==> config.mk <==
export PLATFORM = sky130hd
export DESIGN_NAME = fhs_hop_regs
export DESIGN_NICKNAME = d
export VERILOG_FILES = /design/src/fhs_pkg.sv /design/src/fhs_cal_mux.sv /design/src/fhs_hop_regs.sv
export VERILOG_INCLUDE_DIRS = /design/src
export SDC_FILE = /design/constraint.sdc
export NUM_CORES = 1
export LEC_CHECK = 0
export BUFFER_PORTS_ARGS = -buffer_cell sky130_fd_sc_hd__buf_2
export CORE_MARGIN = 2
export CORE_UTILIZATION = 42
export CTS_BUF_LIST = sky130_fd_sc_hd__clkbuf_4 sky130_fd_sc_hd__clkbuf_8 sky130_fd_sc_hd__clkbuf_16
export CTS_CLUSTER_DIAMETER = 100
export DETAILED_ROUTE_END_ITERATION = 10
export PLACE_DENSITY_LB_ADDON = 0.25
export SLEW_MARGIN = 40
export SYNTH_ARGS = -nofsm -noshare
export SYNTH_HDL_FRONTEND = slang
export SYNTH_SLANG_ARGS = --single-unit
==> constraint.sdc <==
create_clock -name hclk -period 4.7 [get_ports hclk]
set_clock_uncertainty 0.2 [all_clocks]
set_input_delay 0.235 -clock hclk [delete_from_list [all_inputs] [get_ports hclk]]
set_output_delay 0.235 -clock hclk [all_outputs]
set_load 0.01 [all_outputs]
==> src/fhs_consts.svh <==
// constants for the hop channel switch and calibration override register bank
// Contract
// - two frequency sets, inactive one writable
// - main bit 6 picks set a or b
// - stored results go into override fields
// - force enables replace own calibration values
// - every configuration register is eight bits
// - programmed reset restores all register defaults; a result strobe in the same cycle loads the results instead
`ifndef FHS_CONSTS_SVH
`define FHS_CONSTS_SVH

// register indices, byte address is four times the index
`define FHS_IDX_MAIN 8'h00
`define FHS_IDX_SOFT_RESET 8'h02
`define FHS_IDX_FREQ2A 8'h04
`define FHS_IDX_FREQ1A 8'h05
`define FHS_IDX_FREQ0A 8'h06
`define FHS_IDX_FREQ2B 8'h08
`define FHS_IDX_FREQ1B 8'h09
`define FHS_IDX_FREQ0B 8'h0A
`define FHS_IDX_OVR_PUMP 8'h21
`define FHS_IDX_OVR_OSC_ARRAY 8'h22
`define FHS_IDX_OVR_OSC_CURRENT 8'h23
`define FHS_IDX_RES_PUMP 8'h45
`define FHS_IDX_RES_OSC_ARRAY 8'h46
`define FHS_IDX_RES_OSC_CURRENT 8'h47

// storage slots of the writable registers
`define FHS_SLOT_MAIN 4'h0
`define FHS_SLOT_FREQ2A 4'h1
`define FHS_SLOT_FREQ1A 4'h2
`define FHS_SLOT_FREQ0A 4'h3
`define FHS_SLOT_FREQ2B 4'h4
`define FHS_SLOT_FREQ1B 4'h5
`define FHS_SLOT_FREQ0B 4'h6
`define FHS_SLOT_OVR_PUMP 4'h7
`define FHS_SLOT_OVR_OSC_ARRAY 4'h8
`define FHS_SLOT_OVR_OSC_CURRENT 4'h9
`define FHS_SLOT_NONE 4'hF
`define FHS_NUM_SLOTS 10

// reset values
`define FHS_MAIN_RST 8'h88
`define FHS_CFG_RST 8'h00
`define FHS_ZERO8 8'h00

// field positions
`define FHS_MAIN_FSEL_BIT 6
`define FHS_SOFT_RESET_BIT 0
`define FHS_OSC_ARRAY_FORCE_BIT 5
`define FHS_PUMP_FORCE_BIT 6
`define FHS_OSC_CURRENT_FORCE_BIT 6

// bus encodings
`define FHS_HTRANS_NONSEQ_BIT 1
`define FHS_HRESP_OKAY 1'h0

`endif

==> src/fhs_pkg.sv <==
// types shared by the hop channel switch register bank
package fhs_pkg;
	// one set of synthesizer calibration values
	typedef struct packed {
		logic [3:0] pump;        // charge pump current
		logic [4:0] osc_array;   // oscillator array
		logic [5:0] osc_current; // oscillator calibration current
	} fhs_cal_t;

	// one frequency register set, most significant byte first
	typedef struct packed {
		logic [7:0] freq2;
		logic [7:0] freq1;
		logic [7:0] freq0;
	} fhs_freq_t;

	// force enables taken from the override registers
	typedef struct packed {
		logic pump;
		logic osc_array;
		logic osc_current;
	} fhs_force_t;
endpackage

==> src/fhs_cal_mux.sv <==
// selects the active frequency set and forced or own calibration values
`timescale 1ns/10ps
`default_nettype none
module fhs_cal_mux
	import fhs_pkg::*;
(
	input wire logic fsel,            // 0 set a, 1 set b
	input var fhs_freq_t freq_set_a,  // frequency set a
	input var fhs_freq_t freq_set_b,  // frequency set b
	input var fhs_force_t force_en,   // per-field force enables
	input var fhs_cal_t forced,       // values written by software
	input var fhs_cal_t own,          // values from own calibration
	output var fhs_freq_t freq_sel,   // frequency for the synthesizer
	output var fhs_cal_t cal_sel      // calibration in use
);
	// the select bit alone decides the set, so either set can be
	// rewritten while the other one drives the synthesizer
	always_comb begin
		freq_sel = fsel ? freq_set_b : freq_set_a;
	end

	// each field is forced on its own enable
	always_comb begin
		cal_sel.pump = force_en.pump ? forced.pump : own.pump;
		cal_sel.osc_array = force_en.osc_array ? forced.osc_array : own.osc_array;
		cal_sel.osc_current = force_en.osc_current ? forced.osc_current
			: own.osc_current;
	end
endmodule
`default_nettype wire

==> src/fhs_hop_regs.sv <==
// register bank for fast channel hopping with calibration overrides
`timescale 1ns/10ps
`default_nettype none
`include "fhs_consts.svh"
module fhs_hop_regs
	import fhs_pkg::*;
(
	input wire logic hclk,              // bus clock, 200 MHz
	input wire logic hresetn,           // async reset, active low
	input wire logic hsel,              // slave select
	input wire logic [31:0] haddr,      // byte address
	input wire logic [1:0] htrans,      // transfer type
	input wire logic hwrite,            // write when high
	input wire logic [2:0] hsize,       // word only
	input wire logic [31:0] hwdata,     // write data
	input wire logic hready,            // bus ready in
	output logic [31:0] hrdata,         // read data
	output logic hreadyout,             // always ready
	output logic hresp,                 // always okay
	input wire logic cal_done,          // pulse: calibration finished
	input var fhs_cal_t cal_result,     // results valid with cal_done
	output fhs_freq_t synth_freq,       // active frequency word
	output fhs_cal_t synth_cal,         // calibration in use
	output logic freq_set_sel           // active set, 0 a, 1 b
);
	logic [7:0] cfg_r [`FHS_NUM_SLOTS]; // writable registers
	fhs_cal_t res_r;                    // own calibration results
	logic dp_wr_r;                      // write data phase pending
	logic [7:0] dp_idx_r;               // index of that write
	logic [7:0] aidx;                   // index in address phase
	logic atake;                        // address phase accepted
	logic soft_rst;                     // programmed reset this cycle
	logic [3:0] dp_slot;                // slot of the pending write
	logic [31:0] rd_word;               // read data for next phase
	fhs_freq_t fa;                      // set a view
	fhs_freq_t fb;                      // set b view
	fhs_force_t fen;                    // force enables
	fhs_cal_t fval;                     // forced values
	fhs_freq_t freq_nxt;                // selected frequency
	fhs_cal_t cal_nxt;                  // selected calibration

	// index to storage slot, used by write and read paths
	function automatic logic [3:0] slot_of(input logic [7:0] idx);
		case (idx)
			`FHS_IDX_MAIN: slot_of = `FHS_SLOT_MAIN;
			`FHS_IDX_FREQ2A: slot_of = `FHS_SLOT_FREQ2A;
			`FHS_IDX_FREQ1A: slot_of = `FHS_SLOT_FREQ1A;
			`FHS_IDX_FREQ0A: slot_of = `FHS_SLOT_FREQ0A;
			`FHS_IDX_FREQ2B: slot_of = `FHS_SLOT_FREQ2B;
			`FHS_IDX_FREQ1B: slot_of = `FHS_SLOT_FREQ1B;
			`FHS_IDX_FREQ0B: slot_of = `FHS_SLOT_FREQ0B;
			`FHS_IDX_OVR_PUMP: slot_of = `FHS_SLOT_OVR_PUMP;
			`FHS_IDX_OVR_OSC_ARRAY: slot_of = `FHS_SLOT_OVR_OSC_ARRAY;
			`FHS_IDX_OVR_OSC_CURRENT: slot_of = `FHS_SLOT_OVR_OSC_CURRENT;
			default: slot_of = `FHS_SLOT_NONE;
		endcase
	endfunction

	// default of each slot, shared by reset and programmed reset
	function automatic logic [7:0] rst_of(input int s);
		rst_of = (s == int'(`FHS_SLOT_MAIN)) ? `FHS_MAIN_RST : `FHS_CFG_RST;
	endfunction

	// address phase decode; only word transfers are expected
	// hsize is not decoded and upper address bits are ignored, so a
	// narrow or aliased access lands on the same eight-bit register
	assign aidx = haddr[9:2];
	assign atake = hsel & hready & htrans[`FHS_HTRANS_NONSEQ_BIT];
	assign dp_slot = slot_of(dp_idx_r);
	assign soft_rst = dp_wr_r && (dp_idx_r == `FHS_IDX_SOFT_RESET)
		&& hwdata[`FHS_SOFT_RESET_BIT];

	// remember a write until its data phase
	always_ff @(posedge hclk or negedge hresetn) begin
		if (!hresetn) begin
			dp_wr_r <= 1'b0;
		end else begin
			dp_wr_r <= atake & hwrite; // hwdata arrives one cycle later
		end
	end

	// index of the last address phase; it is loaded on reads and idle
	// cycles too, which costs nothing because only dp_wr_r qualifies it
	always_ff @(posedge hclk or negedge hresetn) begin
		if (!hresetn) begin
			dp_idx_r <= `FHS_ZERO8;
		end else begin
			dp_idx_r <= aidx;
		end
	end

	// writable registers, eight bits each, upper data bits dropped
	// a programmed reset outranks a write landing in the same cycle
	always_ff @(posedge hclk or negedge hresetn) begin
		if (!hresetn) begin
			for (int s = 0; s < `FHS_NUM_SLOTS; s++) begin
				cfg_r[s] <= rst_of(s);
			end
		end else if (soft_rst) begin
			for (int s = 0; s < `FHS_NUM_SLOTS; s++) begin
				cfg_r[s] <= rst_of(s);
			end
		end else if (dp_wr_r && dp_slot != `FHS_SLOT_NONE) begin
			cfg_r[dp_slot] <= hwdata[7:0];
		end
	end

	// own calibration results, read-only to software
	always_ff @(posedge hclk or negedge hresetn) begin
		if (!hresetn) begin
			res_r <= '0;
		end else if (cal_done) begin
			res_r <= cal_result; // a fresh result wins over a programmed reset
		end else if (soft_rst) begin
			res_r <= '0;
		end
	end

	// read data for the coming data phase; a write still in its data
	// phase is forwarded so back-to-back write then read sees it
	always_comb begin
		logic [3:0] s;
		s = slot_of(aidx);
		rd_word = '0;
		if (s != `FHS_SLOT_NONE) begin
			if (soft_rst) begin
				rd_word[7:0] = rst_of(int'(s));
			end else if (dp_wr_r && dp_idx_r == aidx) begin
				rd_word[7:0] = hwdata[7:0];
			end else begin
				rd_word[7:0] = cfg_r[s];
			end
		end else begin
			case (aidx)
				`FHS_IDX_RES_PUMP: rd_word[3:0] = res_r.pump;
				`FHS_IDX_RES_OSC_ARRAY: rd_word[4:0] = res_r.osc_array;
				`FHS_IDX_RES_OSC_CURRENT: rd_word[5:0] = res_r.osc_current;
				default: rd_word = '0; // unmapped reads as zero
			endcase
		end
	end

	// bus answer: zero wait states, so the data phase is always the
	// cycle right after the address phase; read data stands for that
	// one cycle and is zero otherwise
	always_ff @(posedge hclk or negedge hresetn) begin
		if (!hresetn) begin
			hrdata <= '0;
		end else if (atake && !hwrite) begin
			hrdata <= rd_word;
		end else begin
			hrdata <= '0; // idle bus reads as zero
		end
	end

	// ready stays high, also during reset, so the bus never stalls here
	always_ff @(posedge hclk or negedge hresetn) begin
		if (!hresetn) begin
			hreadyout <= 1'b1;
		end else begin
			hreadyout <= 1'b1;
		end
	end

	// every transfer, mapped or not, is answered okay
	always_ff @(posedge hclk or negedge hresetn) begin
		if (!hresetn) begin
			hresp <= `FHS_HRESP_OKAY;
		end else begin
			hresp <= `FHS_HRESP_OKAY;
		end
	end

	// views of the register fields for the selector
	// both the pump and the array force enables live in the array
	// override register; the pump override register holds only a value
	assign fa = {cfg_r[`FHS_SLOT_FREQ2A], cfg_r[`FHS_SLOT_FREQ1A], cfg_r[`FHS_SLOT_FREQ0A]};
	assign fb = {cfg_r[`FHS_SLOT_FREQ2B], cfg_r[`FHS_SLOT_FREQ1B], cfg_r[`FHS_SLOT_FREQ0B]};
	assign fen.pump = cfg_r[`FHS_SLOT_OVR_OSC_ARRAY][`FHS_PUMP_FORCE_BIT];
	assign fen.osc_array = cfg_r[`FHS_SLOT_OVR_OSC_ARRAY][`FHS_OSC_ARRAY_FORCE_BIT];
	assign fen.osc_current = cfg_r[`FHS_SLOT_OVR_OSC_CURRENT][`FHS_OSC_CURRENT_FORCE_BIT];
	assign fval.pump = cfg_r[`FHS_SLOT_OVR_PUMP][3:0];
	assign fval.osc_array = cfg_r[`FHS_SLOT_OVR_OSC_ARRAY][4:0];
	assign fval.osc_current = cfg_r[`FHS_SLOT_OVR_OSC_CURRENT][5:0];

	fhs_cal_mux u_mux (
		.fsel(cfg_r[`FHS_SLOT_MAIN][`FHS_MAIN_FSEL_BIT]),
		.freq_set_a(fa),
		.freq_set_b(fb),
		.force_en(fen),
		.forced(fval),
		.own(res_r),
		.freq_sel(freq_nxt),
		.cal_sel(cal_nxt)
	);

	// outputs one cycle behind the registers; the host orders its writes
	// (select first, overrides next) so a hop settles within four writes
	always_ff @(posedge hclk or negedge hresetn) begin
		if (!hresetn) begin
			synth_freq <= '0;
		end else begin
			synth_freq <= freq_nxt;
		end
	end

	// calibration values in use, forced or own per field
	always_ff @(posedge hclk or negedge hresetn) begin
		if (!hresetn) begin
			synth_cal <= '0;
		end else begin
			synth_cal <= cal_nxt;
		end
	end

	// active set indication, registered like the frequency word so
	// both change at the same edge
	always_ff @(posedge hclk or negedge hresetn) begin
		if (!hresetn) begin
			freq_set_sel <= 1'b0;
		end else begin
			freq_set_sel <= cfg_r[`FHS_SLOT_MAIN][`FHS_MAIN_FSEL_BIT];
		end
	end
endmodule
`default_nettype wire

==> flow_metrics.env <==
export IMPL_critPathMaxStageDelay_ps=530
export IMPL_clockRootBuffer="clkbuf_16"
export IMPL_grt_pass1_wl_um=32500
export IMPL_power_mw=3.04
export IMPL_instances_no_fill=1039
export IMPL_final_common_cell="dfrtp_1"
export IMPL_num_vias=5733
export IMPL_layout_drive_gt1_share_pct=24.7
export IMPL_clockBufferDepth=2
export IMPL_crit_path_top_delay_cell="dlygate4sd3_1"
export IMPL_hold_viol=0
export IMPL_required_ps=4790
export IMPL_whs_ps=23.4
export IMPL_hold_path_class="in -> reg"
export IMPL_cts_tree="yes"
export IMPL_floorplan_initialDensity_pct=42.8
export IMPL_yosysTopAreaCell="dfrtp_1"
export IMPL_relSlewSlack_pct=48.9
export IMPL_drtIter0Drc=667
export IMPL_dieWidth_um=139
export IMPL_setup_violations=0
export IMPL_synthAdderAreaFrac_pct=0.130
export IMPL_leakage_nw=4.29
export IMPL_synthMuxAreaShare_pct=21.0
export IMPL_end_kind="flop"
export IMPL_ys_ff_latch=152
export IMPL_routed_wl_um=20300
export IMPL_syn_inst=713
export IMPL_area_growth_pct=17.0
export IMPL_critical_path_top_delay_family="compound AO/OA/AOI/OAI gates"
export IMPL_antenna_found_initial=0
export IMPL_synth_compound_area_share_pct=8.10
export IMPL_p_per_area_nw_per_um2=337
export IMPL_cp_start_kind="primary input"
export IMPL_path_clk_slew_ps=60
export IMPL_numPortBuffers=85
export IMPL_via_per_inst=5.52
export IMPL_wl_per_cell_um=19.5
export IMPL_setup_tns_ps=0
export IMPL_drcViolationCount=0
export IMPL_cts_sinks=152
export IMPL_clkLatencyLatePin_ps=430
export IMPL_dieArea_um2=19400
export IMPL_post_route_cell_area_um2=9000
export IMPL_async_reset_ff_share_pct=100
export IMPL_track_usage_pct=21.6
export IMPL_synthFlopType="dfrtp_1"
export IMPL_rsz0062_at_grt="false"
export IMPL_htreeDepth=4
export IMPL_nFillCells=1634
export IMPL_max_freq_ghz=0.307
export IMPL_syn_area_um2=7700
export IMPL_synth_simple_gate_area_share_pct=14.0
export IMPL_yosysSeqAreaShare_pct=49.5
export IMPL_placed_cells=980
export IMPL_worst_slew_pin_slew_ps=765
export IMPL_arrival_ps=3340
export IMPL_maxCapViolations=0
export IMPL_worstPathMaxFanout=25
export IMPL_status="completed"
export IMPL_gp_congestion=0.875
export IMPL_ant_nets=0
export IMPL_layout_nets=887
export IMPL_synth_distinct_cells=66
export IMPL_crit_type="in -> reg"
export IMPL_layout_cells_most_common_list="150 x dfrtp_1, 111 x mux2i_1, 95 x nor2_1"
export IMPL_slew_viol_final=0
export IMPL_firstDrtPassIters=5
export IMPL_fin_crit_sh_pct=69.2
export IMPL_cts_buffers=17
export IMPL_diodes=0
export IMPL_synth_top_family_by_area="multiplexers"
export IMPL_gr_total_overflow=0
export IMPL_layout_min_cycle_time_ps=3250
export IMPL_grt_pass1_vias=6024
export IMPL_hpwl_um=13700
export IMPL_ys_warn_count=0
export IMPL_grt_max_degree=112
export IMPL_std_cell_rows=49
export IMPL_critical_path_cell_chain="dlygate4sd3_1, buf_2, or4bb_1, a31oi_4, a21o_2, mux2i_1, o21ai_0, nand3_1, a211oi_1"
export IMPL_ios=164
export IMPL_syn_area_per_cell_um2=10.8
export IMPL_synth_edf_count=0
export IMPL_die_y_um=139
export IMPL_synthXorXnorAreaFrac_pct=1.02
export IMPL_synth_top_cell_area_share_pct=48.8
export IMPL_ys_top_cells_by_area="dfrtp_1 49%, mux2i_1 14%, mux2_2 6.6%"
export IMPL_fp_coreArea_um2=18000
export IMPL_path_buf_inv=2
export IMPL_ir_worst_vdd_uv=256
export IMPL_dpl_cell_area_um2=8100
[metal layers]
| layer | share of wire, % | vias to the layer above | global-route usage [%] |
|---|---|---|---|
| li1 | - | 2601 | - |
| met1 | 43 | 2918 | 27.8 |
| met2 | 51 | 180 | 36.4 |
| met3 | 3.9 | 34 | 3.89 |
| met4 | 2.4 | 0 | 8.45 |
| met5 | 0 | - | 0 |
[sequential cells by signal, summed over array words and instances (netlist names)]
name	cells
synth_cal	15
dp_idx_r	8
cfg_r	80
synth_freq	24
freq_set_sel	1
hrdata	8
dp_wr_r	1
res_r	15
[timing repair]
action	CTS	global route
hold buffers	26	0
setup buffers	0	0
endpoints found under the hold margin	132	0
setup endpoints to repair	0	0
gates resized for setup	0	0
[kinds of logic after synthesis]
logic type / count (synthesis)
other: 2
XOR/XNOR: 9
AND/OR/NAND/NOR: 222
AO/OA/AOI/OAI: 91
buffers and inverters: 80
flip-flops: 152
multiplexers: 156
adder cells (fa/ha/maj): 1
[final cells by class]
class	instances	area (um2)	share of cell area [%]
timing repair buffer	116	757	8.41
multi-input combinational	505	3520	39.1
sequential	152	3810	42.3
clock inverter	11	146	1.63
inverter	5	18.8	0.208
clock buffer	21	468	5.20
tap	229	287	3.18
[where the power goes]
group	internal, mW	switching, mW
clock network	0.875	0.542
registers	1.34	0.0283
logic	0.0974	0.149
[through the flow]
stage               util (%)  setup WS, ps
finish                  50.1          1450
global route            50.1          1330
CTS                     49.9          1500
detailed placement      45.1          1600
global placement        45.0          1330
floorplan                  -          2300
[Yosys cell counts (3+ instances only)]
library cell / number
buf_4: 27
nand2b_1: 7
xnor2_1: 8
or3_1: 5
nor3b_1: 4
nor2b_1: 8
a221oi_1: 4
o21ai_0: 26
a211oi_1: 6
and2_1: 3
mux2_2: 45
a32oi_1: 3
nor3_1: 10
nand3_1: 11
clkbuf_1: 36
mux2i_1: 111
a22oi_1: 10
nand2_1: 47
dfrtp_1: 150
buf_6: 7
a31oi_1: 5
a21oi_1: 16
o31ai_1: 3
buf_2: 3
nand4_1: 4
nor2_2: 7
inv_1: 5
nor2_1: 95
[path summary, 6_finish.rpt]
check                            startpoint              to  slack [ps]  cells past startpoint
max in group asynchronous           hresetn   synth_cal[10]        3390                      3
worst min register to register    cfg_r[23]       cfg_r[23]         320                      2
min in group asynchronous           hresetn  synth_freq[15]          70                      2
worst max-delay path               haddr[2]       hrdata[2]        1450                      9
worst min-delay path              hwdata[5]        cfg_r[5]          20                      3
worst max register to register  dp_idx_r[1]       hrdata[0]        1670                      7
[worst register-to-register path, delay by kind of cell (launching register included)]
family,cells,cell delay [ps]
AND/OR/NAND/NOR,5,1870
AO/OA/AOI/OAI,2,320
flip-flops,1,520
(Power assumes the default switching activity.)
